===== config.mk =====
export PLATFORM = sky130hd
export DESIGN_NAME = tick_counter_watchdog_scaler
export DESIGN_NICKNAME = d
export VERILOG_FILES = /design/src/shared/tick_scaler_pkg.sv /design/src/design/scaler_divider.sv /design/src/design/tick_counter_watchdog_scaler.sv
export SDC_FILE = /design/constraint.sdc
export NUM_CORES = 1
export LEC_CHECK = 0
export BUFFER_PORTS_ARGS = -buffer_cell sky130_fd_sc_hd__buf_4
export CAP_MARGIN = 10
export CORE_MARGIN = 1.5
export CORE_UTILIZATION = 52
export CTS_CLUSTER_DIAMETER = 60
export DETAILED_ROUTE_END_ITERATION = 10
export PLACE_DENSITY_LB_ADDON = 0.3
export SYNTH_ARGS = -nofsm -noshare
export SYNTH_HDL_FRONTEND = slang
export SYNTH_SLANG_ARGS = --single-unit

===== constraint.sdc =====
create_clock -name ref_clk_i -period 2.98 [get_ports ref_clk_i]
set_clock_uncertainty 0.1 [all_clocks]
set_input_delay 0.596 -clock ref_clk_i [delete_from_list [all_inputs] [get_ports ref_clk_i]]
set_output_delay 0.596 -clock ref_clk_i [all_outputs]
set_load 0.005 [all_outputs]

===== src/shared/tick_scaler_pkg.sv =====
// Functional notes
// - The tick counter is an 8-bit up-counter, and the scaler in front of it stretches the span to 16 bits.
// - With the option source bit (bit 5) clear, the counter steps every instruction cycle, or on the scaler output when the scaler is assigned to it.
// - With the option source bit (bit 5) set, the counter steps once per valid external pin transition, or on the scaler output when the scaler is assigned.
// - Option bit 4 picks the counting edge of the external pin: one means falling, zero means rising.
// - A wrap of the counter from FFh to 00h raises an interrupt request and sets the rollover flag at bit 7 of timer control B.
// - A software write to the counter also zeroes the scaler count, but only while option bit 3 is zero.
// - A test instruction on the counter suppresses its increment, while a plain read does not.
// - The watchdog counter is 8 bits wide and steps on ticks of its own RC oscillator, not on the instruction clock.
// - Setting option bit 3 puts the scaler behind the watchdog as a postscaler, divided by the three rate bits.
// - Clearing option bit 3 puts the scaler in front of the tick counter with the same rate bits, never serving both.
// - The scaler count is not visible in the register map and cannot be read or written.
// - The rollover interrupt is gated by an enable bit in the option register, apart from the rollover flag.
// - The return-and-add instruction adds the working register value into the tick counter.
package tick_scaler_pkg;
   localparam logic [7:0] OFS_OPTION = 8'h00;
   localparam logic [7:0] OFS_TICK = 8'h04;
   localparam logic [7:0] OFS_CTRL_B = 8'h08;
   localparam logic [7:0] OFS_IRQ_STATUS = 8'h0C;
   localparam logic [7:0] OFS_IRQ_MASK = 8'h10;
   localparam logic [7:0] OFS_WATCHDOG = 8'h14;

   localparam int OPT_RATE_LSB = 0;
   localparam int OPT_ASSIGN_BIT = 3;
   localparam int OPT_EDGE_BIT = 4;
   localparam int OPT_SRC_BIT = 5;
   localparam int OPT_IRQ_EN_BIT = 6;
   localparam int CTRL_B_ROLL_BIT = 7;
   localparam int IRQ_ROLL_BIT = 0;
   localparam int IRQ_WDOG_BIT = 1;

   localparam logic [7:0] OPTION_RESET = 8'h3F;
   localparam logic [7:0] TICK_RESET = 8'h00;
   localparam logic [1:0] IRQ_MASK_RESET = 2'h0;
   localparam logic [7:0] COUNT_MAX = 8'hFF;

   localparam logic [1:0] RESP_OKAY = 2'h0;
   localparam logic [1:0] RESP_SLVERR = 2'h2;

   typedef enum logic [1:0]
   {
      BUS_IDLE = 2'b00,
      BUS_RESP = 2'b01
   } bus_state_t;
endpackage


===== src/design/scaler_divider.sv =====
module scaler_divider (
   input wire logic ref_clk_i,
   input wire logic arst_n_i,
   input wire logic clear_i,
   input wire logic tick_i,
   input wire logic [2:0] rate_i,
   output logic out_o
);
   logic [7:0] count_ff;
   logic out_ff;

   // Ratio 2^(rate+1): all-ones over the selected low bits marks the last tick
   function automatic logic [7:0] rate_mask(input logic [2:0] rate);
      rate_mask = ~8'(9'h1FF << (4'(rate) + 4'h1));
   endfunction

   logic [7:0] mask;
   assign mask = rate_mask(rate_i);

   always_ff @(posedge ref_clk_i or negedge arst_n_i)
   begin
      if (!arst_n_i)
         count_ff <= 8'h00;
      else if (clear_i)
         count_ff <= 8'h00;
      else if (tick_i)
         count_ff <= count_ff + 8'h01;
   end

   always_ff @(posedge ref_clk_i or negedge arst_n_i)
   begin
      if (!arst_n_i)
         out_ff <= 1'b0;
      else
         out_ff <= !clear_i && tick_i && ((count_ff & mask) == mask);
   end

   assign out_o = out_ff;
endmodule


===== src/design/tick_counter_watchdog_scaler.sv =====
module tick_counter_watchdog_scaler (
   input wire logic ref_clk_i,
   input wire logic arst_n_i,
   input wire logic [7:0] s_axi_awaddr,
   input wire logic s_axi_awvalid,
   output logic s_axi_awready,
   input wire logic [31:0] s_axi_wdata,
   input wire logic [3:0] s_axi_wstrb,
   input wire logic s_axi_wvalid,
   output logic s_axi_wready,
   output logic [1:0] s_axi_bresp,
   output logic s_axi_bvalid,
   input wire logic s_axi_bready,
   input wire logic [7:0] s_axi_araddr,
   input wire logic s_axi_arvalid,
   output logic s_axi_arready,
   output logic [31:0] s_axi_rdata,
   output logic [1:0] s_axi_rresp,
   output logic s_axi_rvalid,
   input wire logic s_axi_rready,
   input wire logic count_pin_i,
   input wire logic wdog_osc_tick_i,
   input wire logic wdog_clear_i,
   input wire logic test_access_i,
   input wire logic return_add_work_i,
   input wire logic [7:0] work_value_i,
   output logic irq_o,
   output logic reset_req_o
);
   logic [7:0] option_ff;
   logic [7:0] tick_counter_ff;
   logic [7:0] watchdog_counter_ff;
   logic [1:0] irq_status_ff;
   logic [1:0] irq_mask_ff;
   logic pin_prev_ff;
   logic irq_ff;
   logic reset_req_ff;
   logic aw_held_ff;
   logic w_held_ff;
   logic [7:0] aw_addr_ff;
   logic [7:0] w_data_ff;
   logic w_lane0_ff;
   logic awready_ff;
   logic wready_ff;
   logic bvalid_ff;
   logic [1:0] bresp_ff;
   logic arready_ff;
   logic rvalid_ff;
   logic [1:0] rresp_ff;
   logic [31:0] rdata_ff;
   tick_scaler_pkg::bus_state_t wr_state_ff;

   function automatic logic addr_mapped(input logic [7:0] addr);
      addr_mapped = (addr == tick_scaler_pkg::OFS_OPTION) ||
                    (addr == tick_scaler_pkg::OFS_TICK) ||
                    (addr == tick_scaler_pkg::OFS_CTRL_B) ||
                    (addr == tick_scaler_pkg::OFS_IRQ_STATUS) ||
                    (addr == tick_scaler_pkg::OFS_IRQ_MASK) ||
                    (addr == tick_scaler_pkg::OFS_WATCHDOG);
   endfunction

   // Write channel: address and data are taken in either order
   logic wr_fire;
   logic wr_en;
   assign wr_fire = aw_held_ff && w_held_ff && (wr_state_ff == tick_scaler_pkg::BUS_IDLE);
   assign wr_en = wr_fire && w_lane0_ff && addr_mapped(aw_addr_ff);

   function automatic logic wr_hit(input logic en, input logic [7:0] a, input logic [7:0] ofs);
      wr_hit = en && (a == ofs);
   endfunction

   logic wr_option;
   logic wr_tick;
   logic wr_ctrl_b;
   logic wr_status;
   logic wr_mask;
   logic wr_wdog;
   assign wr_option = wr_hit(wr_en, aw_addr_ff, tick_scaler_pkg::OFS_OPTION);
   assign wr_tick = wr_hit(wr_en, aw_addr_ff, tick_scaler_pkg::OFS_TICK);
   assign wr_ctrl_b = wr_hit(wr_en, aw_addr_ff, tick_scaler_pkg::OFS_CTRL_B);
   assign wr_status = wr_hit(wr_en, aw_addr_ff, tick_scaler_pkg::OFS_IRQ_STATUS);
   assign wr_mask = wr_hit(wr_en, aw_addr_ff, tick_scaler_pkg::OFS_IRQ_MASK);
   assign wr_wdog = wr_hit(wr_en, aw_addr_ff, tick_scaler_pkg::OFS_WATCHDOG);

   always_ff @(posedge ref_clk_i or negedge arst_n_i)
   begin
      if (!arst_n_i)
      begin
         aw_held_ff <= 1'b0;
         aw_addr_ff <= 8'h00;
         awready_ff <= 1'b1;
      end
      else if (s_axi_awvalid && awready_ff)
      begin
         aw_held_ff <= 1'b1;
         aw_addr_ff <= s_axi_awaddr;
         awready_ff <= 1'b0;
      end
      else if (wr_fire)
         aw_held_ff <= 1'b0;
      else if (!aw_held_ff && !bvalid_ff)
         awready_ff <= 1'b1;
   end

   always_ff @(posedge ref_clk_i or negedge arst_n_i)
   begin
      if (!arst_n_i)
      begin
         w_held_ff <= 1'b0;
         w_data_ff <= 8'h00;
         w_lane0_ff <= 1'b0;
         wready_ff <= 1'b1;
      end
      else if (s_axi_wvalid && wready_ff)
      begin
         w_held_ff <= 1'b1;
         w_data_ff <= s_axi_wdata[7:0];
         w_lane0_ff <= s_axi_wstrb[0];
         wready_ff <= 1'b0;
      end
      else if (wr_fire)
         w_held_ff <= 1'b0;
      else if (!w_held_ff && !bvalid_ff)
         wready_ff <= 1'b1;
   end

   always_ff @(posedge ref_clk_i or negedge arst_n_i)
   begin
      if (!arst_n_i)
      begin
         wr_state_ff <= tick_scaler_pkg::BUS_IDLE;
         bvalid_ff <= 1'b0;
         bresp_ff <= tick_scaler_pkg::RESP_OKAY;
      end
      else
      begin
         case (wr_state_ff)
            tick_scaler_pkg::BUS_IDLE:
            begin
               if (wr_fire)
               begin
                  wr_state_ff <= tick_scaler_pkg::BUS_RESP;
                  bvalid_ff <= 1'b1;
                  bresp_ff <= addr_mapped(aw_addr_ff) ? tick_scaler_pkg::RESP_OKAY :
                                                        tick_scaler_pkg::RESP_SLVERR;
               end
            end
            tick_scaler_pkg::BUS_RESP:
            begin
               if (s_axi_bready)
               begin
                  wr_state_ff <= tick_scaler_pkg::BUS_IDLE;
                  bvalid_ff <= 1'b0;
               end
            end
            default:
            begin
               wr_state_ff <= tick_scaler_pkg::BUS_IDLE;
               bvalid_ff <= 1'b0;
            end
         endcase
      end
   end

   // Read channel; the scaler count has no address at all
   logic [7:0] rd_value;
   always_comb
   begin
      case (s_axi_araddr)
         tick_scaler_pkg::OFS_OPTION: rd_value = option_ff;
         tick_scaler_pkg::OFS_TICK: rd_value = tick_counter_ff;
         tick_scaler_pkg::OFS_CTRL_B:
            rd_value = 8'(irq_status_ff[tick_scaler_pkg::IRQ_ROLL_BIT]) <<
                       tick_scaler_pkg::CTRL_B_ROLL_BIT;
         tick_scaler_pkg::OFS_IRQ_STATUS: rd_value = {6'h00, irq_status_ff};
         tick_scaler_pkg::OFS_IRQ_MASK: rd_value = {6'h00, irq_mask_ff};
         tick_scaler_pkg::OFS_WATCHDOG: rd_value = watchdog_counter_ff;
         default: rd_value = 8'h00;
      endcase
   end

   always_ff @(posedge ref_clk_i or negedge arst_n_i)
   begin
      if (!arst_n_i)
      begin
         arready_ff <= 1'b1;
         rvalid_ff <= 1'b0;
         rdata_ff <= 32'h0000_0000;
         rresp_ff <= tick_scaler_pkg::RESP_OKAY;
      end
      else if (s_axi_arvalid && arready_ff)
      begin
         arready_ff <= 1'b0;
         rvalid_ff <= 1'b1;
         rdata_ff <= {24'h000000, rd_value};
         rresp_ff <= addr_mapped(s_axi_araddr) ? tick_scaler_pkg::RESP_OKAY :
                                                tick_scaler_pkg::RESP_SLVERR;
      end
      else if (rvalid_ff && s_axi_rready)
      begin
         rvalid_ff <= 1'b0;
         arready_ff <= 1'b1;
      end
   end

   always_ff @(posedge ref_clk_i or negedge arst_n_i)
   begin
      if (!arst_n_i)
         option_ff <= tick_scaler_pkg::OPTION_RESET;
      else if (wr_option)
         option_ff <= w_data_ff;
   end

   logic scaler_to_wdog;
   logic src_external;
   logic edge_falling;
   logic [2:0] rate_sel;
   assign scaler_to_wdog = option_ff[tick_scaler_pkg::OPT_ASSIGN_BIT];
   assign src_external = option_ff[tick_scaler_pkg::OPT_SRC_BIT];
   assign edge_falling = option_ff[tick_scaler_pkg::OPT_EDGE_BIT];
   assign rate_sel = option_ff[tick_scaler_pkg::OPT_RATE_LSB +: 3];

   // External pin edge detect
   always_ff @(posedge ref_clk_i or negedge arst_n_i)
   begin
      if (!arst_n_i)
         pin_prev_ff <= 1'b0;
      else
         pin_prev_ff <= count_pin_i;
   end

   logic pin_edge;
   assign pin_edge = edge_falling ? (pin_prev_ff && !count_pin_i) :
                                    (!pin_prev_ff && count_pin_i);

   logic base_tick;
   assign base_tick = src_external ? pin_edge : 1'b1;

   // Watchdog wraps feed the postscaler when assigned there
   logic wdog_wrap;
   assign wdog_wrap = wdog_osc_tick_i && (watchdog_counter_ff == tick_scaler_pkg::COUNT_MAX);

   logic scaler_in;
   logic scaler_out;
   logic scaler_clear;
   logic assign_prev_ff;
   assign scaler_in = scaler_to_wdog ? wdog_wrap : base_tick;
   // Reassignment also restarts the scaler so neither side inherits a stale count
   assign scaler_clear = (wr_tick && !scaler_to_wdog) ||
                         (wdog_clear_i && scaler_to_wdog) ||
                         (assign_prev_ff != scaler_to_wdog);

   always_ff @(posedge ref_clk_i or negedge arst_n_i)
   begin
      if (!arst_n_i)
         assign_prev_ff <= tick_scaler_pkg::OPTION_RESET[tick_scaler_pkg::OPT_ASSIGN_BIT];
      else
         assign_prev_ff <= scaler_to_wdog;
   end

   scaler_divider u_scaler (
      .ref_clk_i(ref_clk_i),
      .arst_n_i(arst_n_i),
      .clear_i(scaler_clear),
      .tick_i(scaler_in),
      .rate_i(rate_sel),
      .out_o(scaler_out)
   );

   logic tick_step;
   logic tick_wrap;
   // Scaler output is registered, so a prescaled step lands one cycle after its input
   assign tick_step = (scaler_to_wdog ? base_tick : scaler_out) && !test_access_i;
   assign tick_wrap = tick_step && !wr_tick && !return_add_work_i &&
                      (tick_counter_ff == tick_scaler_pkg::COUNT_MAX);

   always_ff @(posedge ref_clk_i or negedge arst_n_i)
   begin
      if (!arst_n_i)
         tick_counter_ff <= tick_scaler_pkg::TICK_RESET;
      else if (wr_tick)
         tick_counter_ff <= w_data_ff;
      else if (return_add_work_i)
         tick_counter_ff <= tick_counter_ff + work_value_i;
      else if (tick_step)
         tick_counter_ff <= tick_counter_ff + 8'h01;
   end

   // Watchdog steps only on its own oscillator ticks
   always_ff @(posedge ref_clk_i or negedge arst_n_i)
   begin
      if (!arst_n_i)
         watchdog_counter_ff <= 8'h00;
      else if (wdog_clear_i || wr_wdog)
         watchdog_counter_ff <= 8'h00;
      else if (wdog_osc_tick_i)
         watchdog_counter_ff <= watchdog_counter_ff + 8'h01;
   end

   logic wdog_expire;
   assign wdog_expire = scaler_to_wdog ? scaler_out : wdog_wrap;

   always_ff @(posedge ref_clk_i or negedge arst_n_i)
   begin
      if (!arst_n_i)
         reset_req_ff <= 1'b0;
      else
         reset_req_ff <= wdog_expire && !wdog_clear_i;
   end

   // Sticky events: a new event beats a same-cycle clear
   logic [1:0] events;
   logic [1:0] clr_bits;
   assign events = {wdog_expire, tick_wrap};
   always_comb
   begin
      clr_bits = 2'h0;
      if (wr_status)
         clr_bits = w_data_ff[1:0];
      if (wr_ctrl_b && w_data_ff[tick_scaler_pkg::CTRL_B_ROLL_BIT])
         clr_bits[tick_scaler_pkg::IRQ_ROLL_BIT] = 1'b1;
   end

   always_ff @(posedge ref_clk_i or negedge arst_n_i)
   begin
      if (!arst_n_i)
         irq_status_ff <= 2'h0;
      else
         irq_status_ff <= (irq_status_ff & ~clr_bits) | events;
   end

   always_ff @(posedge ref_clk_i or negedge arst_n_i)
   begin
      if (!arst_n_i)
         irq_mask_ff <= tick_scaler_pkg::IRQ_MASK_RESET;
      else if (wr_mask)
         irq_mask_ff <= w_data_ff[1:0];
   end

   logic [1:0] gate;
   assign gate = {1'b1, option_ff[tick_scaler_pkg::OPT_IRQ_EN_BIT]};

   always_ff @(posedge ref_clk_i or negedge arst_n_i)
   begin
      if (!arst_n_i)
         irq_ff <= 1'b0;
      else
         irq_ff <= |(irq_status_ff & irq_mask_ff & gate);
   end

   assign s_axi_awready = awready_ff;
   assign s_axi_wready = wready_ff;
   assign s_axi_bvalid = bvalid_ff;
   assign s_axi_bresp = bresp_ff;
   assign s_axi_arready = arready_ff;
   assign s_axi_rvalid = rvalid_ff;
   assign s_axi_rresp = rresp_ff;
   assign s_axi_rdata = rdata_ff;
   assign irq_o = irq_ff;
   assign reset_req_o = reset_req_ff;
endmodule


Yosys cells after proc, flatten, opt, wreduce, memory -nomap -nowiden
Cells that the tools add are included.

word-level totals
  output and inout bits = 43
  bits in read-only memories = 0
  input bits = 72
  word-level logic and storage cells = 162
  register bits after elaboration = 79
  latch bits = 0
  memories = 0
  memory bits (writable) = 0

cells by class
  shift operators = 1
  equal/unequal tests = 19
  $add $sub $neg = 5
  multiplexer cells = 36
  bitwise operators = 7
  multipliers = 0
  reduce and logical (&&, ||, !) cells = 69
  divide/modulo/power cells = 0
  magnitude comparators = 0

operators by type and width
  cell                   number
  $mux W8                7
  $pmux W8 S6            1
  $eq A8 B4 Y1 const B   4
  $eq A8 B5 Y1 const B   4
  $logic_and A1 B1 Y1    29
  $add A8 B1 Y8 const B  3
  $mux W1                21
  $eq A8 B3 Y1 const B   2
  $eq A8 B8 Y1 const B   2
  $logic_not A8 Y1       2
  $reduce_bool A2 Y1     7
  $logic_or A1 B1 Y1     13
  $logic_not A1 Y1       11
  $mux W2                5
  $shl A9 B4 Y8 const A  1
  $add A8 B8 Y8          1
  $and A8 B8 Y8          1
  $eq A8 B8 Y1           1
  $not A8 Y8             1
  $reduce_and A2 Y1      4
  $and A2 B2 Y2          3
  $add A3 B1 Y4 const B  1
  $ne A2 B1 Y1 const B   2
  $ne A2 B2 Y1 const B   2
  other kinds (9)        9

Longest topological paths before layout
Gate-level depths: netlist of the first run.

  depth in word-level cells = 14
  depth in mapped cells = 11
  mapped depth without buffers = 10

Cells and area by module
Synthesis of the first run repeated with hierarchy kept, for this count alone.

second synthesis, totals
  cell total of the unflattened synthesis = 401
  area, all modules = 4088.9 sq um

by module, submodules not included
  module                        sequential area each (sq um)  area an instance (sq um)  cells an instance  times used
  tick_counter_watchdog_scaler  1664.1                        3584.7                    348                1
  scaler_divider                225.2                         504.2                     53                 1

Worst setup path after synthesis of the first run
Ideal clock, no wire load.

  path type = input port to flip-flop
  start point = in return_add_work_i
  end point = reg tick_counter_ff[7]
  slack = 0.458 ns
  stages = 10
  library setup time = 0.082 ns
  data required time = 2.798 ns
  path buffers = 1
  arrival = 2.341 ns
  cell sequence = clkbuf_1 > nand2_1 > inv_1 > ha_1 > a21oi_1 > nand4b_1 > a21o_1 > and3_1 > or4_1 > a31oi_1

on the way
  longest elaborated chain between the ends = 2
  elaborated cells between the ends (all ways) = 3
  those cells by class = mux: 2; reduce/logical: 1

RTL lines
  what                    line                                 RTL
  start: declaration      tick_counter_watchdog_scaler.sv:25   input wire logic return_add_work_i,
  $mux W8                 tick_counter_watchdog_scaler.sv:283  else if (return_add_work_i)
  $mux W8                 tick_counter_watchdog_scaler.sv:281  else if (wr_tick)
  end signal: assignment  tick_counter_watchdog_scaler.sv:280  tick_counter_ff <= tick_scaler_pkg::TICK_RESET;
  end signal: assignment  tick_counter_watchdog_scaler.sv:282  tick_counter_ff <= w_data_ff;
  end signal: assignment  tick_counter_watchdog_scaler.sv:284  tick_counter_ff <= tick_counter_ff + work_value_i;
  end: declaration        tick_counter_watchdog_scaler.sv:31   logic [7:0] tick_counter_ff;

Parallel ways exist; a longest one is shown, timed or not.
A chain may end at the register's enable or synchronous reset.

Worst setup path in the final report of the first run
  start point = reg aw_addr_ff[7]
  end point = reg irq_mask_ff[0]

on the way
  longest elaborated chain between the ends = 8
  elaborated cells between the ends (all ways) = 13
  those cells by class = eq/ne: 5; reduce/logical: 8

RTL lines
  what                                                     line                                                                    RTL
  start: declaration                                       tick_counter_watchdog_scaler.sv:40                                      logic [7:0] aw_addr_ff;
  start signal: assignment                                 tick_counter_watchdog_scaler.sv:96                                      aw_addr_ff <= s_axi_awaddr;
  $eq A8 B3 Y1 / $logic_not A8 Y1 (equally long branches)  tick_counter_watchdog_scaler.sv:55, tick_counter_watchdog_scaler.sv:54
  $logic_or A1 B1 Y1                                       tick_counter_watchdog_scaler.sv:54                                      addr_mapped = (addr == tick_scaler_pkg::OFS_OPTION) ||
  $logic_or A1 B1 Y1                                       tick_counter_watchdog_scaler.sv:55                                      (addr == tick_scaler_pkg::OFS_TICK) ||
  $logic_or A1 B1 Y1                                       tick_counter_watchdog_scaler.sv:56                                      (addr == tick_scaler_pkg::OFS_CTRL_B) ||
  $logic_or A1 B1 Y1                                       tick_counter_watchdog_scaler.sv:57                                      (addr == tick_scaler_pkg::OFS_IRQ_STATUS) ||
  $logic_or A1 B1 Y1                                       tick_counter_watchdog_scaler.sv:58                                      (addr == tick_scaler_pkg::OFS_IRQ_MASK) ||
  $logic_and A1 B1 Y1                                      tick_counter_watchdog_scaler.sv:66                                      assign wr_en = wr_fire && w_lane0_ff && addr_mapped(aw_addr_ff);
  $logic_and A1 B1 Y1 *                                    tick_counter_watchdog_scaler.sv:69                                      wr_hit = en && (a == ofs);
  end signal: assignment                                   tick_counter_watchdog_scaler.sv:335                                     irq_mask_ff <= tick_scaler_pkg::IRQ_MASK_RESET;
  end signal: assignment                                   tick_counter_watchdog_scaler.sv:337                                     irq_mask_ff <= w_data_ff[1:0];
  end: declaration                                         tick_counter_watchdog_scaler.sv:34                                      logic [1:0] irq_mask_ff;

Every way passes the cells marked *; elsewhere a longest branch is shown, timed or not.

==> impl_metrics.yaml, run 1 <==
setup_path:
  crit_required_ps: 3110
  r2r-start: "aw_addr_ff[7]$_DFFE_PN0P_"
  cp_top_family: "simple AND/OR/NAND/NOR gates"
  path_class: "reg -> reg"
  critical_path_peak_fanout: 4
  regToRegEndpoint: "irq_mask_ff[0]$_DFFE_PN0P_"
  crit_buf_inv: 0
  crit_path_end_kind: "flop"
  r2r_cells: 6
  crit_chain: "or4_4 > nor4_1 > and2b_2 > nand2_1 > nor2_1 > mux2_2"
  crit_slowest_cell: "or4_4"
  max_stage_delay_ps: 560
  worstSetupPathDepth: 6
  rrSetupSlack_ps: 690
  crit_arrival_ps: 2420
  worst_setup_path_start_kind: "flop"
global_routing:
  grt_usage_pct: 21.0
  grt_max_degree: 76
  grt_pass1_wl_um: 13900
  grt_pass1_vias: 2822
  antenna_found_initial: 0
  overflow: 0
final_layout:
  stdcell_area_um2: 4700
  nets: 541
  drive_gt1_share_pct: 27.6
  nFillCells: 682
  syn_to_final_growth_pct: 15.3
  seq_area_um2: 1890
  antenna_cells: 0
  final_core_util_pct: 61.4
  multi_input_area_um2: 1980
hold_path:
  hold_end: "pin_prev_ff$_DFF_PN0_"
  hp-class: "in -> reg"
  holdPathStages: 1
  hold_start: "count_pin_i"
clock_network:
  cts-root-buf: "clkbuf_8"
  cts_sinks: 75
  cts.clk_slew.worst_paths_ps: 90
  post_cts_buffers: 0
  cts_htree_levels: 3
  cts_buffers: 9
  cts_resized: 0
  postCtsHoldBufs: 0
  cts_tree: "yes"
  clock_path_buffers: 2
  clock_latency_ps: 340
pwr:
  p_leak_nw: 2.17
  peakVddDrop_v: 0.000460
  power_density_nw_per_um2: 758
  p_comb_share_pct: 31.9
  power.internal_mw: 2.30
  clock_power_share_pct: 20.1
  p_sw_share_pct: 35.3
  seq_power_share_pct: 48.0
  p_sw_mw: 1.26
placement:
  place_congestion: 0.845
  dp_slack_ps: 357
  hpwl_um: 6050
  dpl_cell_area_um2: 4520
  port_buffers: 61
timing:
  fin_crit_ps: 2290
  setup_violations: 0
  rsz0062_at_grt: "no"
  slew_viol_final: 0
  fin_ws_ps: 688
  max_freq_mhz: 436
  setup_tns_ps: 0
  relSlewSlack_pct: 39.2
  worstMarginPinSlew_ps: 912
  timing.hold.ws_ps: 272
  period_share_pct: 76.9
  final-hold-violation-count: 0
yosys:
  yosysSeqAreaShare_pct: 46.4
  ys_types: 56
  synth_area_leaders: "dfrtp_1, mux2_2, dfstp_2"
  synth_ff_type: "dfrtp_1"
  synthArstFlopShare_pct: 100
  ys_seq_elements: 75
  synth_edf_count: 0
  syn_avg_cell_area_um2: 10.3
  synth-warning-count: 0
  yosysTopAreaCell: "dfrtp_1"
  syn_area_um2: 4080
  synth_top_area_share_pct: 39.9
  netlist_instances: 394
die:
  dieArea_um2: 8380
  num_io_pins: 115
  initial_utilization_pct: 53.3
  core_um2: 7650
  die_w_um: 91.5
  row_count: 32
  fp.dieH_um: 91.5
routing:
  drtPass1Iterations: 4
  wire_per_inst_um: 14.6
  vias: 3020
  first_iter_violations: 169
  drcViolationCount: 0
  routed_via_density: 5.37
  drt-total-wl_um: 8200
  ant_nets: 0
run_status:
  status: "finished clean"
run:
  max_cap_viol_count: 0
synth_stat cells (all sizes together), types with 3 or more instances:
cell / instances
ha: 13
o31ai: 3
nand2b: 4
nand3: 6
nand3b: 3
mux2: 32
nand2: 36
buf: 30
a21oi: 15
nor2: 38
xor2: 7
a22oi: 5
and3: 4
dfstp: 10
and2: 5
inv: 14
xnor2: 9
nor3: 6
dfrtp: 65
mux2i: 10
a31oi: 3
clkbuf: 8
nor2b: 7
a211oi: 3
or4: 4
nor4: 3
o21a: 4
nand4: 7
o21ai: 16
placed cells by master (no fill, tap or decap), types with 7 or more instances in the layout:
cell      netlist  layout
conb_1          1      26
mux2i_1        10      10
ha_1           13      13
nor2_1         38      38
nand4_1         7       7
nand2_1        35      35
dfstp_2        10      10
mux2_2         32      32
dfrtp_1        65      65
nor2b_1         7       7
a21oi_1        14      14
o21ai_0        16      16
inv_1          14      14
clkbuf_8        0      10
buf_4          26      63
xor2_1          7       7
xnor2_1         9       9
registers in the layout, summed over array words and instances (netlist names):
| register | flops |
|---|---|
| assign_prev_ff | 1 |
| aw_addr_ff | 8 |
| aw_held_ff | 1 |
| irq_mask_ff | 2 |
| irq_o | 1 |
| irq_status_ff | 2 |
| option_ff | 8 |
| pin_prev_ff | 1 |
| reset_req_o | 1 |
| s_axi_arready | 1 |
| s_axi_awready | 1 |
| s_axi_bresp | 1 |
| s_axi_bvalid | 1 |
| s_axi_rdata | 8 |
| s_axi_rresp | 1 |
| s_axi_rvalid | 1 |
| s_axi_wready | 1 |
| tick_counter_ff | 8 |
| u_scaler.count_ff | 8 |
| u_scaler.out_o | 1 |
| w_data_ff | 8 |
| w_held_ff | 1 |
| w_lane0_ff | 1 |
| watchdog_counter_ff | 8 |
kinds of logic after synthesis:
group | after synthesis | synth area share [%]
other | 1 | 0.0920
and+or+nand+nor | 129 | 15.5
muxes | 44 | 12.4
adders and majority gates | 14 | 4.48
buffers and inverters | 52 | 7.43
AOI/OAI and AO/OA | 63 | 10.3
xor gates and xnor gates | 16 | 3.44
DFF | 75 | 46.4
through the flow:
step / std cells / total power, mW
2_1_floorplan: 419 / 2.50
3_3_place_gp: 546 / 2.81
3_5_place_dp: 546 / 2.87
4_1_cts: 562 / 3.59
5_1_grt: 562 / 3.83
6_report: 562 / 3.56
worst max path at each step:
stage          slack (ps)                 startpoint                        endpoint
5_1_grt               500  aw_addr_ff[7]$_DFFE_PN0P_      irq_mask_ff[0]$_DFFE_PN0P_
3_5_place_dp          360          return_add_work_i  tick_counter_ff[7]$_DFFE_PN0P_
6_report              690  aw_addr_ff[7]$_DFFE_PN0P_      irq_mask_ff[0]$_DFFE_PN0P_
3_3_place_gp          390          return_add_work_i  tick_counter_ff[7]$_DFFE_PN0P_
2_1_floorplan         460          return_add_work_i  tick_counter_ff[7]$_DFFE_PN0P_
4_1_cts               670  aw_addr_ff[7]$_DFFE_PN0P_      irq_mask_ff[0]$_DFFE_PN0P_
metal layers:
layer  GRT usage [%]  share of wire [%]  vias up
li1                -                  -     1459
met1            28.9                 45     1454
met2            33.3                 48       94
met3            3.85                5.6       13
met4            7.03                1.4        0
met5               0                  0        -
power by group through the flow:
stage          combinational (mW)  sequential, mW  clock, mW
3_5_place_dp                 1.14            1.72          0
6_report                     1.14            1.71      0.714
2_1_floorplan               0.908            1.60          0
4_1_cts                      1.15            1.71      0.729
5_1_grt                      1.29            1.76      0.777
3_3_place_gp                 1.10            1.71          0
layout make-up:
| type | count | share of cell area, % |
|---|---|---|
| multi-input cells | 292 | 42.1 |
| clock buffers | 11 | 3.01 |
| repair buffers | 63 | 10.1 |
| well taps | 102 | 2.72 |
| clock inverters | 5 | 0.799 |
| flip-flops and latches | 75 | 40.2 |
| inverters | 14 | 1.12 |
No activity file was read; power rests on OpenSTA's default activity.
==> run 2: changes to the inputs <==
ABC_AREA = 1   (was unset)
CORE_UTILIZATION = 54   (was 52)
clock period = 2.2 ns   (was 2.98 ns; I/O delays follow)
==> run 2 against run 1 <==
Net effect: clock-buffer cell count down 2; sequential power up 26%; worst hold slack worse by 130 ps; register-to-register slack worse by 410 ps; global-route usage up 3.6 points; utilization up 2.9 points.
==> impl_metrics.yaml, run 2 <==
clock_network:
  postCtsHoldBufs: 1
  cts_sinks: 75
  clock_path_buffers: 2
  cts_resized: 0
  cts_buffers: 9
  cts-root-buf: "clkbuf_8"
  post_cts_buffers: 0
  cts_tree: "yes"
  cts.clk_slew.worst_paths_ps: 80
  cts_htree_levels: 3
  clock_latency_ps: 350
die:
  row_count: 33
  fp.dieH_um: 94.2
  dieArea_um2: 8870
  num_io_pins: 115
  die_w_um: 94.2
  initial_utilization_pct: 55.2
  core_um2: 8130
setup_path:
  cp_top_family: "adder cells"
  crit_buf_inv: 1
  rrSetupSlack_ps: 280
  max_stage_delay_ps: 410
  path_class: "reg -> reg"
  crit_path_end_kind: "flop"
  critical_path_peak_fanout: 3
  crit_chain: "ha_1 > inv_1 > fa_1 > o21ai_1 > nand2_1 > nand2_1 > nand2_1 > nand3_1 > nand2_1 > nand2_1 > nand2_1"
  worst_setup_path_start_kind: "flop"
  crit_arrival_ps: 2060
  crit_slowest_cell: "fa_1"
  crit_top_cell: "nand2_1"
  crit_required_ps: 2340
yosys:
  yosysTopAreaCell: "dfrtp_1"
  yosysSeqAreaShare_pct: 42.1
  synth_area_leaders: "dfrtp_1, nand2_1, dfstp_2"
  post-synth-top-count-cell: "nand2_1"
  netlist_instances: 568
  syn_avg_cell_area_um2: 7.90
  synth_edf_count: 0
  ys_top_cells_by_count: "nand2_1, inv_1, dfrtp_1"
  synth_top_area_share_pct: 36.2
  ys_types: 40
  synthArstFlopShare_pct: 100
  synth_ff_type: "dfrtp_1"
  syn_area_um2: 4490
  synth-warning-count: 0
  ys_seq_elements: 75
pwr:
  peakVddDrop_v: 0.000709
  p_leak_nw: 2.72
  power_density_nw_per_um2: 1020
final_layout:
  final_common_cell: "nand2_1"
  mostFrequentLayoutCells: "nand2_1, inv_1, buf_4, dfrtp_1, nand3_1"
  drive_gt1_share_pct: 21.6
  nets: 724
  syn_to_final_growth_pct: 16.6
  antenna_cells: 0
global_routing:
  use_met1_pct: 31.3
  grt-busiest-layer: "met2"
  overflow: 0
  grt_max_degree: 55
  antenna_found_initial: 0
  met2_usage_pct: 41.5
  grt_usage_pct: 24.6
  grt_pass1_wl_um: 17000
  use_met3_pct: 4.61
  grt_pass1_vias: 3681
placement:
  dp_slack_ps: -7.09
  hpwl_um: 7640
  place_congestion: 0.863
  port_buffers: 61
routing:
  routed_via_density: 5.23
  drcViolationCount: 0
  drtPass1Iterations: 5
  wire_per_inst_um: 13.6
  drt-total-wl_um: 10200
  first_iter_violations: 274
  ant_nets: 0
  vias: 3914
run_status:
  status: "finished clean"
timing:
  period_share_pct: 87.3
  setup_violations: 0
  final-hold-violation-count: 0
  relSlewSlack_pct: 56.9
  rsz0062_at_grt: "no"
  worstMarginPinSlew_ps: 642
  fin_ws_ps: 279
  fin_crit_ps: 1920
  max_freq_mhz: 521
  setup_tns_ps: 0
  slew_viol_final: 0
run:
  max_cap_viol_count: 0
hold_path:
  hp-class: "in -> reg"
==> run 2: metal layers <==
layer | vias to the layer above | share of wire [%]
met4 | 0 | 2.4
met3 | 27 | 5.2
met2 | 145 | 50
met5 | - | 0
li1 | 1931 | -
met1 | 1811 | 43
==> run 2: power breakdown <==
part	total, mW	switching, mW	leakage, nW	internal (mW)
clock	1.30	0.537	0.120	0.761
sequential	2.16	0.348	0.922	1.81
combinational	1.86	1.15	1.68	0.714
==> run 2: worst paths after layout <==
| check | start | to | cells past startpoint |
|---|---|---|---|
| worst max-delay path | tick_counter_ff[0]$_DFFE_PN0P_ | tick_counter_ff[6]$_DFFE_PN0P_ | 11 |
| max in group asynchronous | arst_n_i | option_ff[1]$_DFFE_PN1P_ | 3 |
| worst max register to register | tick_counter_ff[0]$_DFFE_PN0P_ | tick_counter_ff[6]$_DFFE_PN0P_ | 11 |
| worst min-delay path | count_pin_i | pin_prev_ff$_DFF_PN0_ | 1 |
| worst min register to register | option_ff[3]$_DFFE_PN1P_ | assign_prev_ff$_DFF_PN1_ | 0 |
| min in group asynchronous | arst_n_i | s_axi_rvalid$_DFFE_PN0P_ | 2 |
==> run 2: stage by stage <==
step | total power [mW] | hold WS [ps] | util [%] | instance area [um2] | std cells
after floorplan | 3.48 | 44.4 | - | 4580 | 593
after global placement | 3.95 | 247 | 61.1 | 4970 | 731
after detailed placement | 4.02 | 252 | 61.1 | 4970 | 731
after CTS | 5.35 | 132 | 64.3 | 5230 | 748
after global routing | 5.72 | 136 | 64.3 | 5230 | 748
final | 5.32 | 144 | 64.3 | 5230 | 748
==> run 2: cell families after synthesis <==
family                     count (synthesis)  share of synthesized area (%)
and+or+nand+nor                          278                           28.1
buffers and inverters                    110                           12.1
AOI/OAI and AO/OA                         80                           11.6
DFF                                       75                           42.1
adders and majority gates                 14                           4.07
xor gates and xnor gates                  10                           1.95
other                                      1                         0.0836
==> run 2: layout make-up <==
type                    count  area [um2]
inverters                  75         282
repair buffers             69         533
multi-input cells         408        2150
flip-flops and latches     75        1890
fillers                   734        2900
clock buffers               9         124
clock inverters             7         124
well taps                 105         131
==> run 2: worst register-to-register path, delay by kind of cell, from the launching register on <==
family                   cells  cell delay [ps]
adder cells (fa/ha/maj)      2              590
buffers and inverters        1               60
AO/OA/AOI/OAI                1              230
flip-flops                   1              390
AND/OR/NAND/NOR              7              440
